## config.mk

```make
export PLATFORM = sky130hd
export DESIGN_NAME = bert_core
export DESIGN_NICKNAME = d
export VERILOG_FILES = /design/src/core/bert_pkg.sv /design/src/core/bert_core.sv
export SDC_FILE = /design/constraint.sdc
export NUM_CORES = 1
export LEC_CHECK = 0
export BUFFER_PORTS_ARGS = -buffer_cell sky130_fd_sc_hd__buf_2
export CAP_MARGIN = 20
export CORE_ASPECT_RATIO = 0.7
export CORE_MARGIN = 4
export CORE_UTILIZATION = 56
export CTS_CLUSTER_SIZE = 25
export DETAILED_ROUTE_END_ITERATION = 7
export GPL_TIMING_DRIVEN = 0
export PLACE_DENSITY = 0.74
export SLEW_MARGIN = 20
export SYNTH_ARGS = -nofsm -noshare
export SYNTH_HDL_FRONTEND = slang
export SYNTH_SLANG_ARGS = --single-unit
export TNS_END_PERCENT = 1
```

## constraint.sdc

```tcl
create_clock -name clk_i -period 3 [get_ports clk_i]
set_input_delay 0.45 -clock clk_i [delete_from_list [all_inputs] [get_ports clk_i]]
set_output_delay 0.45 -clock clk_i [all_outputs]
set_load 0.03 [all_outputs]
```

## src/core/bert_pkg.sv

```systemverilog
// bit error rate tester: register map, field layout, constants and types
package bert_pkg;

    // ------------------------------------------------------------
    // register byte offsets
    // ------------------------------------------------------------
    localparam logic [7:0] ADR_CTRL     = 8'h00;
    localparam logic [7:0] ADR_PATCFG   = 8'h04;
    localparam logic [7:0] ADR_SEED     = 8'h08;
    localparam logic [7:0] ADR_STATUS   = 8'h0C;
    localparam logic [7:0] ADR_BITS     = 8'h10;
    localparam logic [7:0] ADR_ERRS     = 8'h14;
    localparam logic [7:0] ADR_INT_STAT = 8'h18;
    localparam logic [7:0] ADR_INT_CLR  = 8'h1C;
    localparam logic [7:0] ADR_INT_EN   = 8'h20;

    // ------------------------------------------------------------
    // field positions
    // ------------------------------------------------------------
    localparam int C_ENA      = 0;
    localparam int C_TXLD     = 1;
    localparam int C_RXLD     = 2;
    localparam int C_PMU      = 3;
    localparam int C_SGL      = 4;
    localparam int C_PINSRC   = 5;
    localparam int C_TXINV    = 6;
    localparam int C_RXINV    = 7;
    localparam int C_NORESYNC = 8;
    localparam int P_LEN_LSB  = 0;
    localparam int P_TAP_LSB  = 8;
    localparam int P_REP      = 16;
    localparam int P_QRSS     = 17;
    localparam int P_RATE_LSB = 20;
    localparam int S_OOS      = 0;
    localparam int S_BEC      = 1;
    localparam int I_OOS      = 0;
    localparam int I_SYNC     = 1;
    localparam int I_ERR      = 2;
    localparam int I_PMU      = 3;
    localparam int INT_W      = 4;

    // ------------------------------------------------------------
    // reset values and write masks
    // ------------------------------------------------------------
    localparam logic [31:0] CTRL_RST    = 32'h00000000;
    localparam logic [31:0] PATCFG_RST  = 32'h00000000;
    localparam logic [31:0] SEED_RST    = 32'hFFFFFFFF;
    localparam logic [31:0] CTRL_MASK   = 32'h000001EF;
    localparam logic [31:0] PATCFG_MASK = 32'h00731F1F;

    // ------------------------------------------------------------
    // pattern engine sizes
    // ------------------------------------------------------------
    localparam int         GEN_W      = 32;
    localparam int         ERRC_W     = 24;
    localparam int         SYNC_BITS  = 32;
    localparam int         WIN_BITS   = 64;
    localparam int         ERR_LIMIT  = 6;
    localparam int         QRSS_TAP_A = 17;
    localparam int         QRSS_TAP_B = 20;
    localparam int         QRSS_RUN   = 14;
    localparam logic [5:0] SYNC_LAST  = 6'(SYNC_BITS - 1);
    localparam logic [5:0] WIN_LAST   = 6'(WIN_BITS - 1);
    localparam logic [2:0] ERR_LAST   = 3'(ERR_LIMIT - 1);

    // ------------------------------------------------------------
    // types
    // ------------------------------------------------------------
    typedef enum logic [1:0] {RX_HUNT, RX_VERIFY, RX_SYNC} bert_rx_state_t;

    typedef struct packed {
        logic        cyc;
        logic        stb;
        logic        we;
        logic [3:0]  sel;
        logic [7:0]  adr;
        logic [31:0] dat;
    } bert_wb_req_t;

endpackage : bert_pkg

```

## src/core/bert_core.sv

```systemverilog
// bit error rate tester: pattern generator, receive monitor, wishbone registers
`timescale 1ns/10ps
module bert_core (
    input  wire logic                  clk_i,
    input  wire logic                  rst_i,
    input  wire logic                  ce_i,
    input  wire bert_pkg::bert_wb_req_t wb_i,
    output logic [31:0]                wb_dat_o,
    output logic                       wb_ack_o,
    input  wire logic                  tx_en_i,
    output logic                       tx_data_o,
    input  wire logic                  rx_en_i,
    input  wire logic                  rx_data_i,
    input  wire logic                  manual_error_insert_input_i,
    output logic                       out_of_sync_flag_o,
    output logic                       error_count_nonzero_flag_o,
    output logic                       irq_o
);
    import bert_pkg::*;

    // ------------------------------------------------------------
    // functions
    // ------------------------------------------------------------
    function automatic logic gen_fb(input logic [31:0] s, input logic [4:0] n1,
                                    input logic [4:0] y1, input logic rep,
                                    input logic qrss);
        logic f;
        if (qrss) begin
            f = s[QRSS_TAP_A-1] ^ s[QRSS_TAP_B-1];
        end else if (rep) begin
            f = s[n1];
        end else begin
            f = s[n1] ^ s[y1];
        end
        if (!rep && s[GEN_W-2:0] == '0) begin
            f = 1'b1;
        end
        return f;
    endfunction : gen_fb

    function automatic logic gen_out(input logic [31:0] s, input logic fb,
                                     input logic qrss);
        return (qrss && s[QRSS_RUN-1:0] == '0) ? 1'b1 : fb;
    endfunction : gen_out

    function automatic logic [23:0] decade_max(input logic [2:0] n);
        case (n)
            3'h1:    decade_max = 24'h000009;
            3'h2:    decade_max = 24'h000063;
            3'h3:    decade_max = 24'h0003E7;
            3'h4:    decade_max = 24'h00270F;
            3'h5:    decade_max = 24'h01869F;
            3'h6:    decade_max = 24'h0F423F;
            3'h7:    decade_max = 24'h98967F;
            default: decade_max = 24'h000000;
        endcase
    endfunction : decade_max

    function automatic logic [31:0] merge_sel(input logic [31:0] old_v,
                                              input logic [31:0] new_v,
                                              input logic [3:0]  sel);
        logic [31:0] r;
        r = old_v;
        for (int i = 0; i < 4; i++) begin
            if (sel[i]) begin
                r[i*8 +: 8] = new_v[i*8 +: 8];
            end
        end
        return r;
    endfunction : merge_sel

    // ------------------------------------------------------------
    // state
    // ------------------------------------------------------------
    logic [31:0]         ctrl;
    logic [31:0]         patcfg;
    logic [31:0]         seed;
    logic [INT_W-1:0]    int_en;
    logic [INT_W-1:0]    int_stat;
    logic                tx_ld_prev;
    logic                rx_ld_prev;
    logic                pmu_prev;
    logic                pin_prev;
    logic [31:0]         tx_gen;
    logic [23:0]         rate_cnt;
    logic                sgl_pend;
    logic [31:0]         rx_gen;
    bert_rx_state_t      rx_state;
    logic [5:0]          rx_phase;
    logic [2:0]          rx_errs_win;
    logic [31:0]         run_bits;
    logic [ERRC_W-1:0]   run_errs;
    logic [31:0]         rd_bits;
    logic [ERRC_W-1:0]   rd_errs;

    // ------------------------------------------------------------
    // bus decode
    // ------------------------------------------------------------
    wire        wb_hit   = wb_i.cyc & wb_i.stb & ~wb_ack_o;
    wire        wr       = wb_hit & wb_i.we;
    wire        rd       = wb_hit & ~wb_i.we;
    wire        w_ctrl   = wr & (wb_i.adr == ADR_CTRL);
    wire        w_patcfg = wr & (wb_i.adr == ADR_PATCFG);
    wire        w_seed   = wr & (wb_i.adr == ADR_SEED);
    wire        w_int_en = wr & (wb_i.adr == ADR_INT_EN);
    wire        w_clr    = wr & (wb_i.adr == ADR_INT_CLR) & wb_i.sel[0];
    wire [INT_W-1:0] clr = w_clr ? wb_i.dat[INT_W-1:0] : '0;
    logic [31:0] rd_data;

    // ------------------------------------------------------------
    // configuration fields and control edges
    // ------------------------------------------------------------
    wire       ena  = ctrl[C_ENA];
    wire [4:0] n1   = patcfg[P_LEN_LSB +: 5];
    wire [4:0] y1   = patcfg[P_TAP_LSB +: 5];
    wire       rep  = patcfg[P_REP];
    wire       qrss = patcfg[P_QRSS] & ~patcfg[P_REP];
    wire [2:0] rate = patcfg[P_RATE_LSB +: 3];
    wire tx_ld_edge = ena & ctrl[C_TXLD] & ~tx_ld_prev;
    wire rx_ld_edge = ena & ctrl[C_RXLD] & ~rx_ld_prev;
    wire pmu_edge   = ctrl[C_PMU] & ~pmu_prev;
    wire pin_edge   = manual_error_insert_input_i & ~pin_prev;
    wire sgl_wr     = w_ctrl & wb_i.sel[0] & wb_i.dat[C_SGL];
    wire sgl_req    = ctrl[C_PINSRC] ? pin_edge : sgl_wr;

    // ------------------------------------------------------------
    // transmit path
    // ------------------------------------------------------------
    wire tx_step  = ena & tx_en_i & ~tx_ld_edge;
    wire tx_fb    = gen_fb(tx_gen, n1, y1, rep, qrss);
    wire tx_bit   = gen_out(tx_gen, tx_fb, qrss);
    wire rate_hit = (rate != 3'h0) && (rate_cnt == decade_max(rate));
    wire tx_flip  = rate_hit | sgl_pend;
    wire next_tx_data = tx_bit ^ tx_flip ^ ctrl[C_TXINV];
    wire [23:0] next_rate_cnt = (rate_hit || rate == 3'h0) ? 24'h000000
                                                           : rate_cnt + 24'h000001;

    always_ff @(posedge clk_i) begin
        if (rst_i) begin
            tx_gen    <= SEED_RST;
            rate_cnt  <= 24'h000000;
            sgl_pend  <= 1'b0;
            tx_data_o <= 1'b0;
        end else if (ce_i) begin
            sgl_pend <= (sgl_pend & ~tx_step) | sgl_req;
            if (tx_ld_edge) begin
                tx_gen   <= seed;
                rate_cnt <= 24'h000000;
            end else if (tx_step) begin
                tx_gen    <= {tx_gen[GEN_W-2:0], tx_fb};
                tx_data_o <= next_tx_data;
                rate_cnt  <= next_rate_cnt;
            end
        end
    end

    // ------------------------------------------------------------
    // receive pattern synchroniser
    // ------------------------------------------------------------
    wire        rx_bit   = rx_data_i ^ ctrl[C_RXINV];
    wire        rx_step  = ena & rx_en_i & ~rx_ld_edge;
    wire        rx_fb    = gen_fb(rx_gen, n1, y1, rep, qrss);
    wire        rx_exp   = gen_out(rx_gen, rx_fb, qrss);
    wire        rx_miss  = rx_bit ^ rx_exp;
    wire        hunting  = (rx_state == RX_HUNT);
    wire [31:0] next_rx_gen = hunting ? {rx_gen[GEN_W-2:0], rx_bit}
                                      : {rx_gen[GEN_W-2:0], rx_fb};
    wire [31:0] len_mask  = 32'hFFFFFFFF >> (5'h1F - n1);
    wire        rep_match = ((next_rx_gen ^ seed) & len_mask) == '0;
    wire        no_resync = ctrl[C_NORESYNC];
    wire        resync = (rx_state == RX_SYNC) & rx_miss &
                         (rx_errs_win == ERR_LAST) & ~no_resync;
    wire        go_sync = (rx_state == RX_VERIFY) & ~rx_miss &
                          (rx_phase == SYNC_LAST);
    bert_rx_state_t next_rx_state;
    logic [5:0]     next_rx_phase;
    logic [2:0]     next_errs_win;

    always_comb begin
        next_rx_state = rx_state;
        next_rx_phase = rx_phase + 6'h01;
        next_errs_win = 3'h0;
        case (rx_state)
            RX_HUNT: begin
                if (rep) begin
                    next_rx_phase = 6'h00;
                    if (rep_match) begin
                        next_rx_state = RX_VERIFY;
                    end
                end else if (rx_phase == SYNC_LAST) begin
                    next_rx_state = RX_VERIFY;
                    next_rx_phase = 6'h00;
                end
            end
            RX_VERIFY: begin
                if (rx_miss) begin
                    next_rx_state = RX_HUNT;
                    next_rx_phase = 6'h00;
                end else if (go_sync) begin
                    next_rx_state = RX_SYNC;
                    next_rx_phase = 6'h00;
                end
            end
            RX_SYNC: begin
                if (resync) begin
                    next_rx_state = RX_HUNT;
                    next_rx_phase = 6'h00;
                end else if (rx_phase != WIN_LAST) begin
                    next_errs_win = (rx_miss && rx_errs_win != ERR_LAST)
                                    ? rx_errs_win + 3'h1 : rx_errs_win;
                end
            end
            default: begin
                next_rx_state = RX_HUNT;
                next_rx_phase = 6'h00;
            end
        endcase
    end

    always_ff @(posedge clk_i) begin
        if (rst_i) begin
            rx_gen      <= SEED_RST;
            rx_state    <= RX_HUNT;
            rx_phase    <= 6'h00;
            rx_errs_win <= 3'h0;
        end else if (ce_i) begin
            if (rx_ld_edge) begin
                rx_gen      <= seed;
                rx_state    <= RX_HUNT;
                rx_phase    <= 6'h00;
                rx_errs_win <= 3'h0;
            end else if (rx_step) begin
                rx_gen      <= next_rx_gen;
                rx_state    <= next_rx_state;
                rx_phase    <= next_rx_phase;
                rx_errs_win <= next_errs_win;
            end
        end
    end

    assign out_of_sync_flag_o = (rx_state != RX_SYNC);

    // ------------------------------------------------------------
    // bit and error counters
    // ------------------------------------------------------------
    wire count_bit = rx_step & (rx_state == RX_SYNC);
    wire count_err = count_bit & rx_miss;
    wire [31:0]       inc_bits = run_bits + 32'h00000001;
    wire [ERRC_W-1:0] inc_errs = run_errs + 24'h000001;

    always_ff @(posedge clk_i) begin
        if (rst_i) begin
            run_bits <= 32'h00000000;
            run_errs <= 24'h000000;
            rd_bits  <= 32'h00000000;
            rd_errs  <= 24'h000000;
        end else if (ce_i) begin
            if (pmu_edge) begin
                rd_bits  <= run_bits;
                rd_errs  <= run_errs;
                run_bits <= count_bit ? 32'h00000001 : 32'h00000000;
                run_errs <= count_err ? 24'h000001 : 24'h000000;
            end else begin
                if (count_bit) begin
                    run_bits <= inc_bits;
                end
                if (count_err) begin
                    run_errs <= inc_errs;
                end
            end
        end
    end

    assign error_count_nonzero_flag_o = (run_errs != 24'h000000);

    // ------------------------------------------------------------
    // interrupts
    // ------------------------------------------------------------
    wire [INT_W-1:0] ev = {pmu_edge, count_err, rx_step & go_sync,
                           (rx_state == RX_SYNC) & (rx_ld_edge | (rx_step & resync))};
    assign irq_o = |(int_stat & int_en);

    // ------------------------------------------------------------
    // registers and bus slave
    // ------------------------------------------------------------
    always_comb begin
        rd_data = 32'h00000000;
        if (wb_i.adr == ADR_CTRL) begin
            rd_data = ctrl;
        end else if (wb_i.adr == ADR_PATCFG) begin
            rd_data = patcfg;
        end else if (wb_i.adr == ADR_SEED) begin
            rd_data = seed;
        end else if (wb_i.adr == ADR_STATUS) begin
            rd_data[S_OOS] = out_of_sync_flag_o;
            rd_data[S_BEC] = error_count_nonzero_flag_o;
        end else if (wb_i.adr == ADR_BITS) begin
            rd_data = rd_bits;
        end else if (wb_i.adr == ADR_ERRS) begin
            rd_data[ERRC_W-1:0] = rd_errs;
        end else if (wb_i.adr == ADR_INT_STAT) begin
            rd_data[INT_W-1:0] = int_stat;
        end else if (wb_i.adr == ADR_INT_EN) begin
            rd_data[INT_W-1:0] = int_en;
        end
    end

    always_ff @(posedge clk_i) begin
        if (rst_i) begin
            ctrl       <= CTRL_RST;
            patcfg     <= PATCFG_RST;
            seed       <= SEED_RST;
            int_en     <= '0;
            int_stat   <= '0;
            tx_ld_prev <= 1'b0;
            rx_ld_prev <= 1'b0;
            pmu_prev   <= 1'b0;
            pin_prev   <= 1'b0;
            wb_ack_o   <= 1'b0;
            wb_dat_o   <= 32'h00000000;
        end else if (ce_i) begin
            tx_ld_prev <= ena & ctrl[C_TXLD];
            rx_ld_prev <= ena & ctrl[C_RXLD];
            pmu_prev   <= ctrl[C_PMU];
            pin_prev   <= manual_error_insert_input_i;
            int_stat   <= (int_stat & ~clr) | ev;
            wb_ack_o   <= wb_hit;
            wb_dat_o   <= rd ? rd_data : 32'h00000000;
            if (w_ctrl) begin
                ctrl <= merge_sel(ctrl, wb_i.dat, wb_i.sel) & CTRL_MASK;
            end
            if (w_patcfg) begin
                patcfg <= merge_sel(patcfg, wb_i.dat, wb_i.sel) & PATCFG_MASK;
            end
            if (w_seed) begin
                seed <= merge_sel(seed, wb_i.dat, wb_i.sel);
            end
            if (w_int_en && wb_i.sel[0]) begin
                int_en <= wb_i.dat[INT_W-1:0];
            end
        end
    end
endmodule : bert_core

```

==> results of run 1 <==
through the flow:
stage	util [%]	power [uW]	area [um2]
CTS	65.5	8440	18400
global route	66.4	8620	18700
detailed placement	60.7	4480	17000
global placement	60.7	4470	17000
finish	66.4	8430	18700
floorplan	-	4350	16100
cell usage in the layout (no fill, tap or decap), drive strengths merged, types with 5 or more instances in the layout:
| cell type | n |
|---|---|
| dfxtp | 313 |
| nand2 | 270 |
| nor2 | 221 |
| a21oi | 209 |
| clkbuf | 148 |
| buf | 130 |
| a211o | 94 |
| o21ai | 75 |
| mux2i | 67 |
| nand3 | 45 |
| nor2b | 45 |
| xnor2 | 39 |
| mux4 | 34 |
| xor2 | 33 |
| or3 | 32 |
| and3 | 29 |
| inv | 25 |
| nor4 | 24 |
| a22oi | 21 |
| nor3 | 21 |
| nand4 | 20 |
| a31oi | 18 |
| a222oi | 17 |
| nand3b | 14 |
| clkinv | 13 |
| o211ai | 11 |
| nand2b | 9 |
| and2 | 9 |
| or2 | 8 |
| ha | 7 |
| or4 | 7 |
| o221ai | 7 |
| a221oi | 6 |
| a211oi | 6 |
| o31ai | 5 |
critical path: stages (launching register included):
cell and delay [ns]:
dfxtp_1 0.34, buf_2 0.38, mux4_2 0.28, mux2i_2 0.07, a221oi_2 0.44, a211oi_2 0.18, or4_4 0.49, nand3_2 0.22
nand2_1 0.20, or4_1 0.53, a21oi_1 0.15
area by class of cell:
type / count / share of cell area, %
Antenna cell: 2 / 0.0268
Clock inverter: 18 / 0.952
Timing Repair Buffer: 108 / 3.39
Buffer: 132 / 3.50
Tap cell: 371 / 2.49
Multi-Input combinational cell: 1473 / 50.9
Inverter: 25 / 0.503
Clock buffer: 38 / 4.57
Sequential cell: 313 / 33.6
registers in the layout (all words and copies together), names as in the netlist, 2 cells and up:
signal / flops
int_stat: 4
rx_gen: 32
run_errs: 24
run_bits: 32
rx_phase: 6
patcfg: 15
rd_errs: 24
rx_errs_win: 3
seed: 32
rd_bits: 32
wb_dat_o: 32
rx_state: 2
int_en: 4
rate_cnt: 24
ctrl: 8
tx_gen: 32
kinds of logic after synthesis:
group | Yosys count | share of synthesized area, %
and+or+nand+nor | 774 | 22.5
AOI/OAI and AO/OA | 514 | 21.1
DFF | 313 | 38.9
buffers and inverters | 157 | 3.81
muxes | 105 | 9.19
xor gates and xnor gates | 72 | 3.91
adders and majority gates | 8 | 0.605
repair_timing:
| action | 4_1_cts | 5_1_grt |
|---|---|---|
| pin swaps | 18 | 15 |
| setup buffers | 10 | 6 |
| setup endpoints to repair | 95 | 115 |
| gates cloned | 0 | 2 |
| gates resized for setup | 72 | 41 |
final timing paths:
path,from,to,slack [ns],cells after the start
worst min register to register,rd_bits[7],rd_bits[7],0.46,2
worst max register to register,patcfg[10],run_errs[16],-0.36,10
worst max-delay path,patcfg[10],run_errs[16],-0.36,10
worst min-delay path,wb_i[18],seed[18],0.07,2
per-layer routing:
| metal | vias to the layer above | GRT usage, % |
|---|---|---|
| li1 | 7329 | - |
| met1 | 7777 | 52.1 |
| met5 | - | 0 |
| met3 | 151 | 12.3 |
| met2 | 1048 | 50.9 |
| met4 | 0 | 11.4 |
power by group through the flow:
stage                     logic, uW  registers, uW  clock network, uW
after detailed placement        226           4250                  0
after global routing            250           4150               4220
after global placement          224           4250                  0
final                           240           4150               4040
after CTS                       228           4160               4050
after floorplan                96.8           4250                  0
==> impl_metrics.py, run 1 <==
metrics = {
    "clock_tree": {
        "cts_buffer_depth": 3,
        "numCtsBuffers": 31,
        "clkSinkCount": 313,
        "cts_hold_buf": 0,
        "tritoncts": "built",
        "clockRootBuffer": "clkbuf_16",
        "ctsHtreeMaxLevel": 1,
        "path_clk_slew_ns": 0.07,
        "clk_latency_ns": 0.58,
    },
    "layout": {
        "area_delta_synth_final_pct": 15.7,
        "stdcell_count": 2480,
        "multi_input_area_mm2": 0.00950,
        "layout.nets": 2145,
        "fillers": 2453,
        "seqCellArea_mm2": 0.00628,
        "drive_gt1_share_pct": 13.9,
    },
    "grt": {
        "grt_pass1_vias": 14900,
        "overflow": 0,
        "grt_start_max_net_pins": 15,
        "grt_usage_pct": 36.1,
        "antenna_found_initial": 1,
        "grt_pass1_wl_um": 88700,
    },
    "yosys": {
        "syn_inst": 1943,
        "avgSynthCellArea_um2": 8.30,
        "ys_seq_area_share_pct": 38.9,
        "synth_top_area_share_pct": 38.9,
        "synth_cell_type_count": 81,
        "yosys.area.top_type": "dfxtp_1",
        "synthArstFlopShare_pct": 0,
        "synth_warnings": 0,
        "syn_nets": 2004,
        "synth_edf_count": 0,
        "synth_area_leaders": "dfxtp_1 39%, a21oi_1 6.5%, nand2_1 6.3%",
        "netlist_top_cells_count": "313 x dfxtp_1, 270 x nand2_1, 220 x nor2_1",
        "ys_ff_latch": 313,
        "netlist_area_mm2": 0.0161,
        "synth_most_common_cell": "dfxtp_1",
        "ys.flop_type": "dfxtp_1",
    },
    "power_and_ir_drop": {
        "clkPwrFrac_pct": 47.9,
        "vdd_drop_max_mv": 0.403,
        "p_int_uw": 6480,
        "swShare_pct": 23.2,
        "switching_power_uw": 1950,
        "pwr-share-seq_pct": 49.3,
        "powerDensity_mw_per_mm2": 452,
        "leakage_uw": 0.00671,
        "comb_power_share_pct": 2.8,
    },
    "placed_design": {
        "routabilityCongestion": 1.04,
        "portBuffers": 90,
        "dp.cells": 2404,
        "dp_hpwl_um": 44100,
        "place_ws_ns": -1.35,
    },
    "detailed_routing": {
        "met2RoutedLength_um": 23400,
        "first_pass_iters": 6,
        "top_layer": "met4",
        "drc": 0,
        "viasPerCell": 6.57,
        "met1_length_um": 24700,
        "wire_per_inst_um": 23.7,
        "vias": 16300,
        "ant_nets": 0,
        "dr_wl_met3_um": 8540,
        "drt_iter0_drc": 2183,
        "wirelength_um": 58900,
    },
    "timing": {
        "maxSlewHeadroom_pct": 33.7,
        "skew_ns": 0.0101,
        "fmax_mhz": 297,
        "tns_ns": -9.87,
        "hold_viol": 0,
        "period_share_pct": 112,
        "rsz0062_at_grt": "true",
        "worstMarginPinSlew_ns": 0.994,
        "period_needed_ns": 3.36,
        "worst_hold_slack_ns": 0.0677,
        "setup_violations": 42,
        "maxSlewViolCount": 0,
        "fin_ws_ns": -0.364,
    },
    "critical_path": {
        "criticalPathCategory": "register to register",
        "cp-start-kind": "register",
        "cp.required_ns": 3.50,
        "worstPathArrival_ns": 3.86,
        "path_max_fanout": 10,
        "end_kind": "register",
    },
    "job": {
        "maxCapViolCount": 0,
    },
    "floorplanning": {
        "die-area_mm2": 0.0316,
        "initial_core_util_pct": 57.4,
        "ios": 91,
        "rows": 51,
        "chipWidth_um": 211,
        "die_h_um": 150,
        "core_mm2": 0.0281,
    },
    "outcome": {
        "violations": "setup timing",
        "outcome": "finished with violations",
    },
    "worst_hold_path": {
        "holdCritPathClass": "input port to register",
    },
}
(Power assumes the default switching activity.)
==> run 2, diff against run 1 <==
Settings changed: SETUP_SLACK_MARGIN from default to 0.1.
==> run 2 against run 1 <==
Effect of this change:
- sequential share of layout area increased by 0.28 points
- critical path depth increased by 3
- the flow still finishes with violations (setup timing)
- hold slack improved by 0.0017 ns
- wire length decreased by 1.9%
- count of clock-buffer cells in the layout increased by 2
- cell count decreased by 0.28%
- largest power group unchanged
==> impl_metrics.py, run 2 (synthesis results as in run 1) <==
metrics = {
    "outcome": {
        "outcome": "finished with violations",
        "violations": "setup timing",
    },
    "layout": {
        "drive_gt1_share_pct": 13.5,
        "final_cell_mix": "309 x dfxtp_1, 270 x nand2_1, 217 x nor2_1, 204 x a21oi_1, 101 x clkbuf_1",
        "final_cell_area_mm2": 0.0185,
        "layout.nets": 2139,
        "final_core_util_pct": 65.9,
        "n_antenna_cell": 0,
        "area_delta_synth_final_pct": 14.7,
        "layout_commonest_cell": "dfxtp_1",
    },
    "worst_hold_path": {
        "hold_depth": 2,
        "holdCritPathClass": "input port to register",
        "hold_end": "seed[29]",
        "min_from": "wb_i[29]",
    },
    "detailed_routing": {
        "ant_nets": 0,
        "viasPerCell": 6.56,
        "first_pass_iters": 6,
        "vias": 16200,
        "wirelength_um": 57800,
        "wire_per_inst_um": 23.4,
        "drc": 0,
        "drt_iter0_drc": 2537,
    },
    "power_and_ir_drop": {
        "p_int_uw": 6320,
        "swShare_pct": 23.6,
        "switching_power_uw": 1950,
        "comb_power_share_pct": 2.9,
        "clkPwrFrac_pct": 46.9,
        "power_uw": 8280,
        "vdd_drop_max_mv": 0.433,
        "powerDensity_mw_per_mm2": 448,
        "leakage_uw": 0.00661,
        "pwr-share-seq_pct": 50.2,
    },
    "clock_tree": {
        "clkSinkCount": 313,
        "cts_hold_buf": 0,
        "clockRootBuffer": "clkbuf_16",
        "ctsHtreeMaxLevel": 1,
        "cts_buffer_depth": 3,
        "clk_latency_ns": 0.58,
        "numCtsBuffers": 31,
        "tritoncts": "built",
        "path_clk_slew_ns": 0.07,
    },
    "critical_path": {
        "end_kind": "register",
        "r2r-start": "patcfg[1]",
        "worstPathArrival_ns": 3.93,
        "max_stage_delay_ns": 0.53,
        "cp.required_ns": 3.51,
        "cp-start-kind": "register",
        "reg2reg_slack_ns": -0.42,
        "r2r_cells": 13,
        "r2r_end": "run_errs[13]",
        "crit_slowest_cell": "or4_4",
        "path_max_fanout": 8,
        "worstPathCellList": "buf_12 -> buf_12 -> or3b_4 -> o221ai_4 -> a211oi_4 -> buf_4 -> o211a_1 -> or4_4 -> a31oi_4 -> buf_8 -> o211ai_4 -> or3_4 -> a21oi_2",
        "cpMostUsedCell": "buf_12",
        "criticalPathCategory": "register to register",
    },
    "timing": {
        "period_share_pct": 114,
        "tns_ns": -10.04,
        "fmax_mhz": 293,
        "maxSlewHeadroom_pct": 20.5,
        "fin_ws_ns": -0.418,
        "worstMarginPinSlew_ns": 1.18,
        "worst_hold_slack_ns": 0.0694,
        "skew_ns": 0.0127,
        "period_needed_ns": 3.42,
        "maxSlewViolCount": 0,
        "rsz0062_at_grt": "true",
        "setup_violations": 59,
        "hold_viol": 0,
    },
    "floorplanning": {
        "die_h_um": 150,
        "initial_core_util_pct": 57.4,
        "core_mm2": 0.0281,
        "rows": 51,
        "die-area_mm2": 0.0316,
        "chipWidth_um": 211,
        "ios": 91,
    },
    "grt": {
        "antenna_found_initial": 1,
        "grt_pass1_wl_um": 86600,
        "grt_start_max_net_pins": 16,
        "overflow": 0,
        "grt_usage_pct": 35.1,
        "grt_pass1_vias": 14800,
    },
    "placed_design": {
        "routabilityCongestion": 0.983,
        "portBuffers": 90,
        "placed_cell_area_mm2": 0.0171,
        "dp_hpwl_um": 42900,
    },
    "job": {
        "maxCapViolCount": 0,
    },
}
[run 2: cell count changes in the layout (fill, tap and decap cells not counted), moves of 3 or more]
cell       before  now
a21oi_2         1    5
clkbuf_4        2    6
clkbuf_1       98  101
clkbuf_16      34   31
a21oi_1       208  204
buf_2          96   93
buf_4          19   12
[run 2: final cells by class]
cell class	instances	area, um2
Fill cell	2389	9580
Multi-Input combinational cell	1473	9470
Sequential cell	313	6270
Clock buffer	40	860
Buffer	132	651
Timing Repair Buffer	102	544
Tap cell	371	464
Clock inverter	17	135
Inverter	25	93.8
[run 2: worst max-delay path, delay by kind of cell (launching register included)]
kind,cells,cell delay [ns]
simple gates,3,1.33
compound gates,6,1.03
buf+inv,4,0.62
flops,1,0.35
[run 2: worst max-delay path by stage]
stage | startpoint | end | cells after the start
after floorplan | patcfg[1] | run_errs[15] | 11
after global placement | patcfg[21] | rate_cnt[7] | 12
after detailed placement | patcfg[21] | rate_cnt[14] | 12
after CTS | patcfg[1] | run_errs[5] | 11
after global routing | patcfg[1] | run_errs[13] | 13
final | patcfg[1] | run_errs[13] | 13
[run 2: per-stage QoR]
stage	setup WS, ns	cells
floorplan	0.00246	1943
global placement	-1.37	2404
detailed placement	-1.37	2404
CTS	-0.361	2469
global route	-0.495	2473
finish	-0.418	2473
[run 2: repair_timing]
action                     in CTS  in global routing
resized for setup              62                 38
pin swaps                      17                 14
buffers inserted                8                  4
setup endpoints to repair      99                129
[run 2: per-layer routing]
layer / track usage [%] / wire (um) / part of all wire (%) / vias to the layer above
met5: 0 / 18 / 0.031 / -
met4: 9.98 / 1800 / 3.1 / 2
met3: 13.4 / 8270 / 14 / 130
met2: 49.4 / 23100 / 40 / 1020
met1: 50.2 / 24600 / 43 / 7773
li1: - / - / - / 7306
[run 2: power groups by stage]
stage	Sequential, uW	Clock [uW]	Combinational (uW)
floorplan	4250	0	96.8
global placement	4250	0	223
detailed placement	4250	0	227
CTS	4160	3890	229
global route	4150	4060	251
finish	4160	3880	243
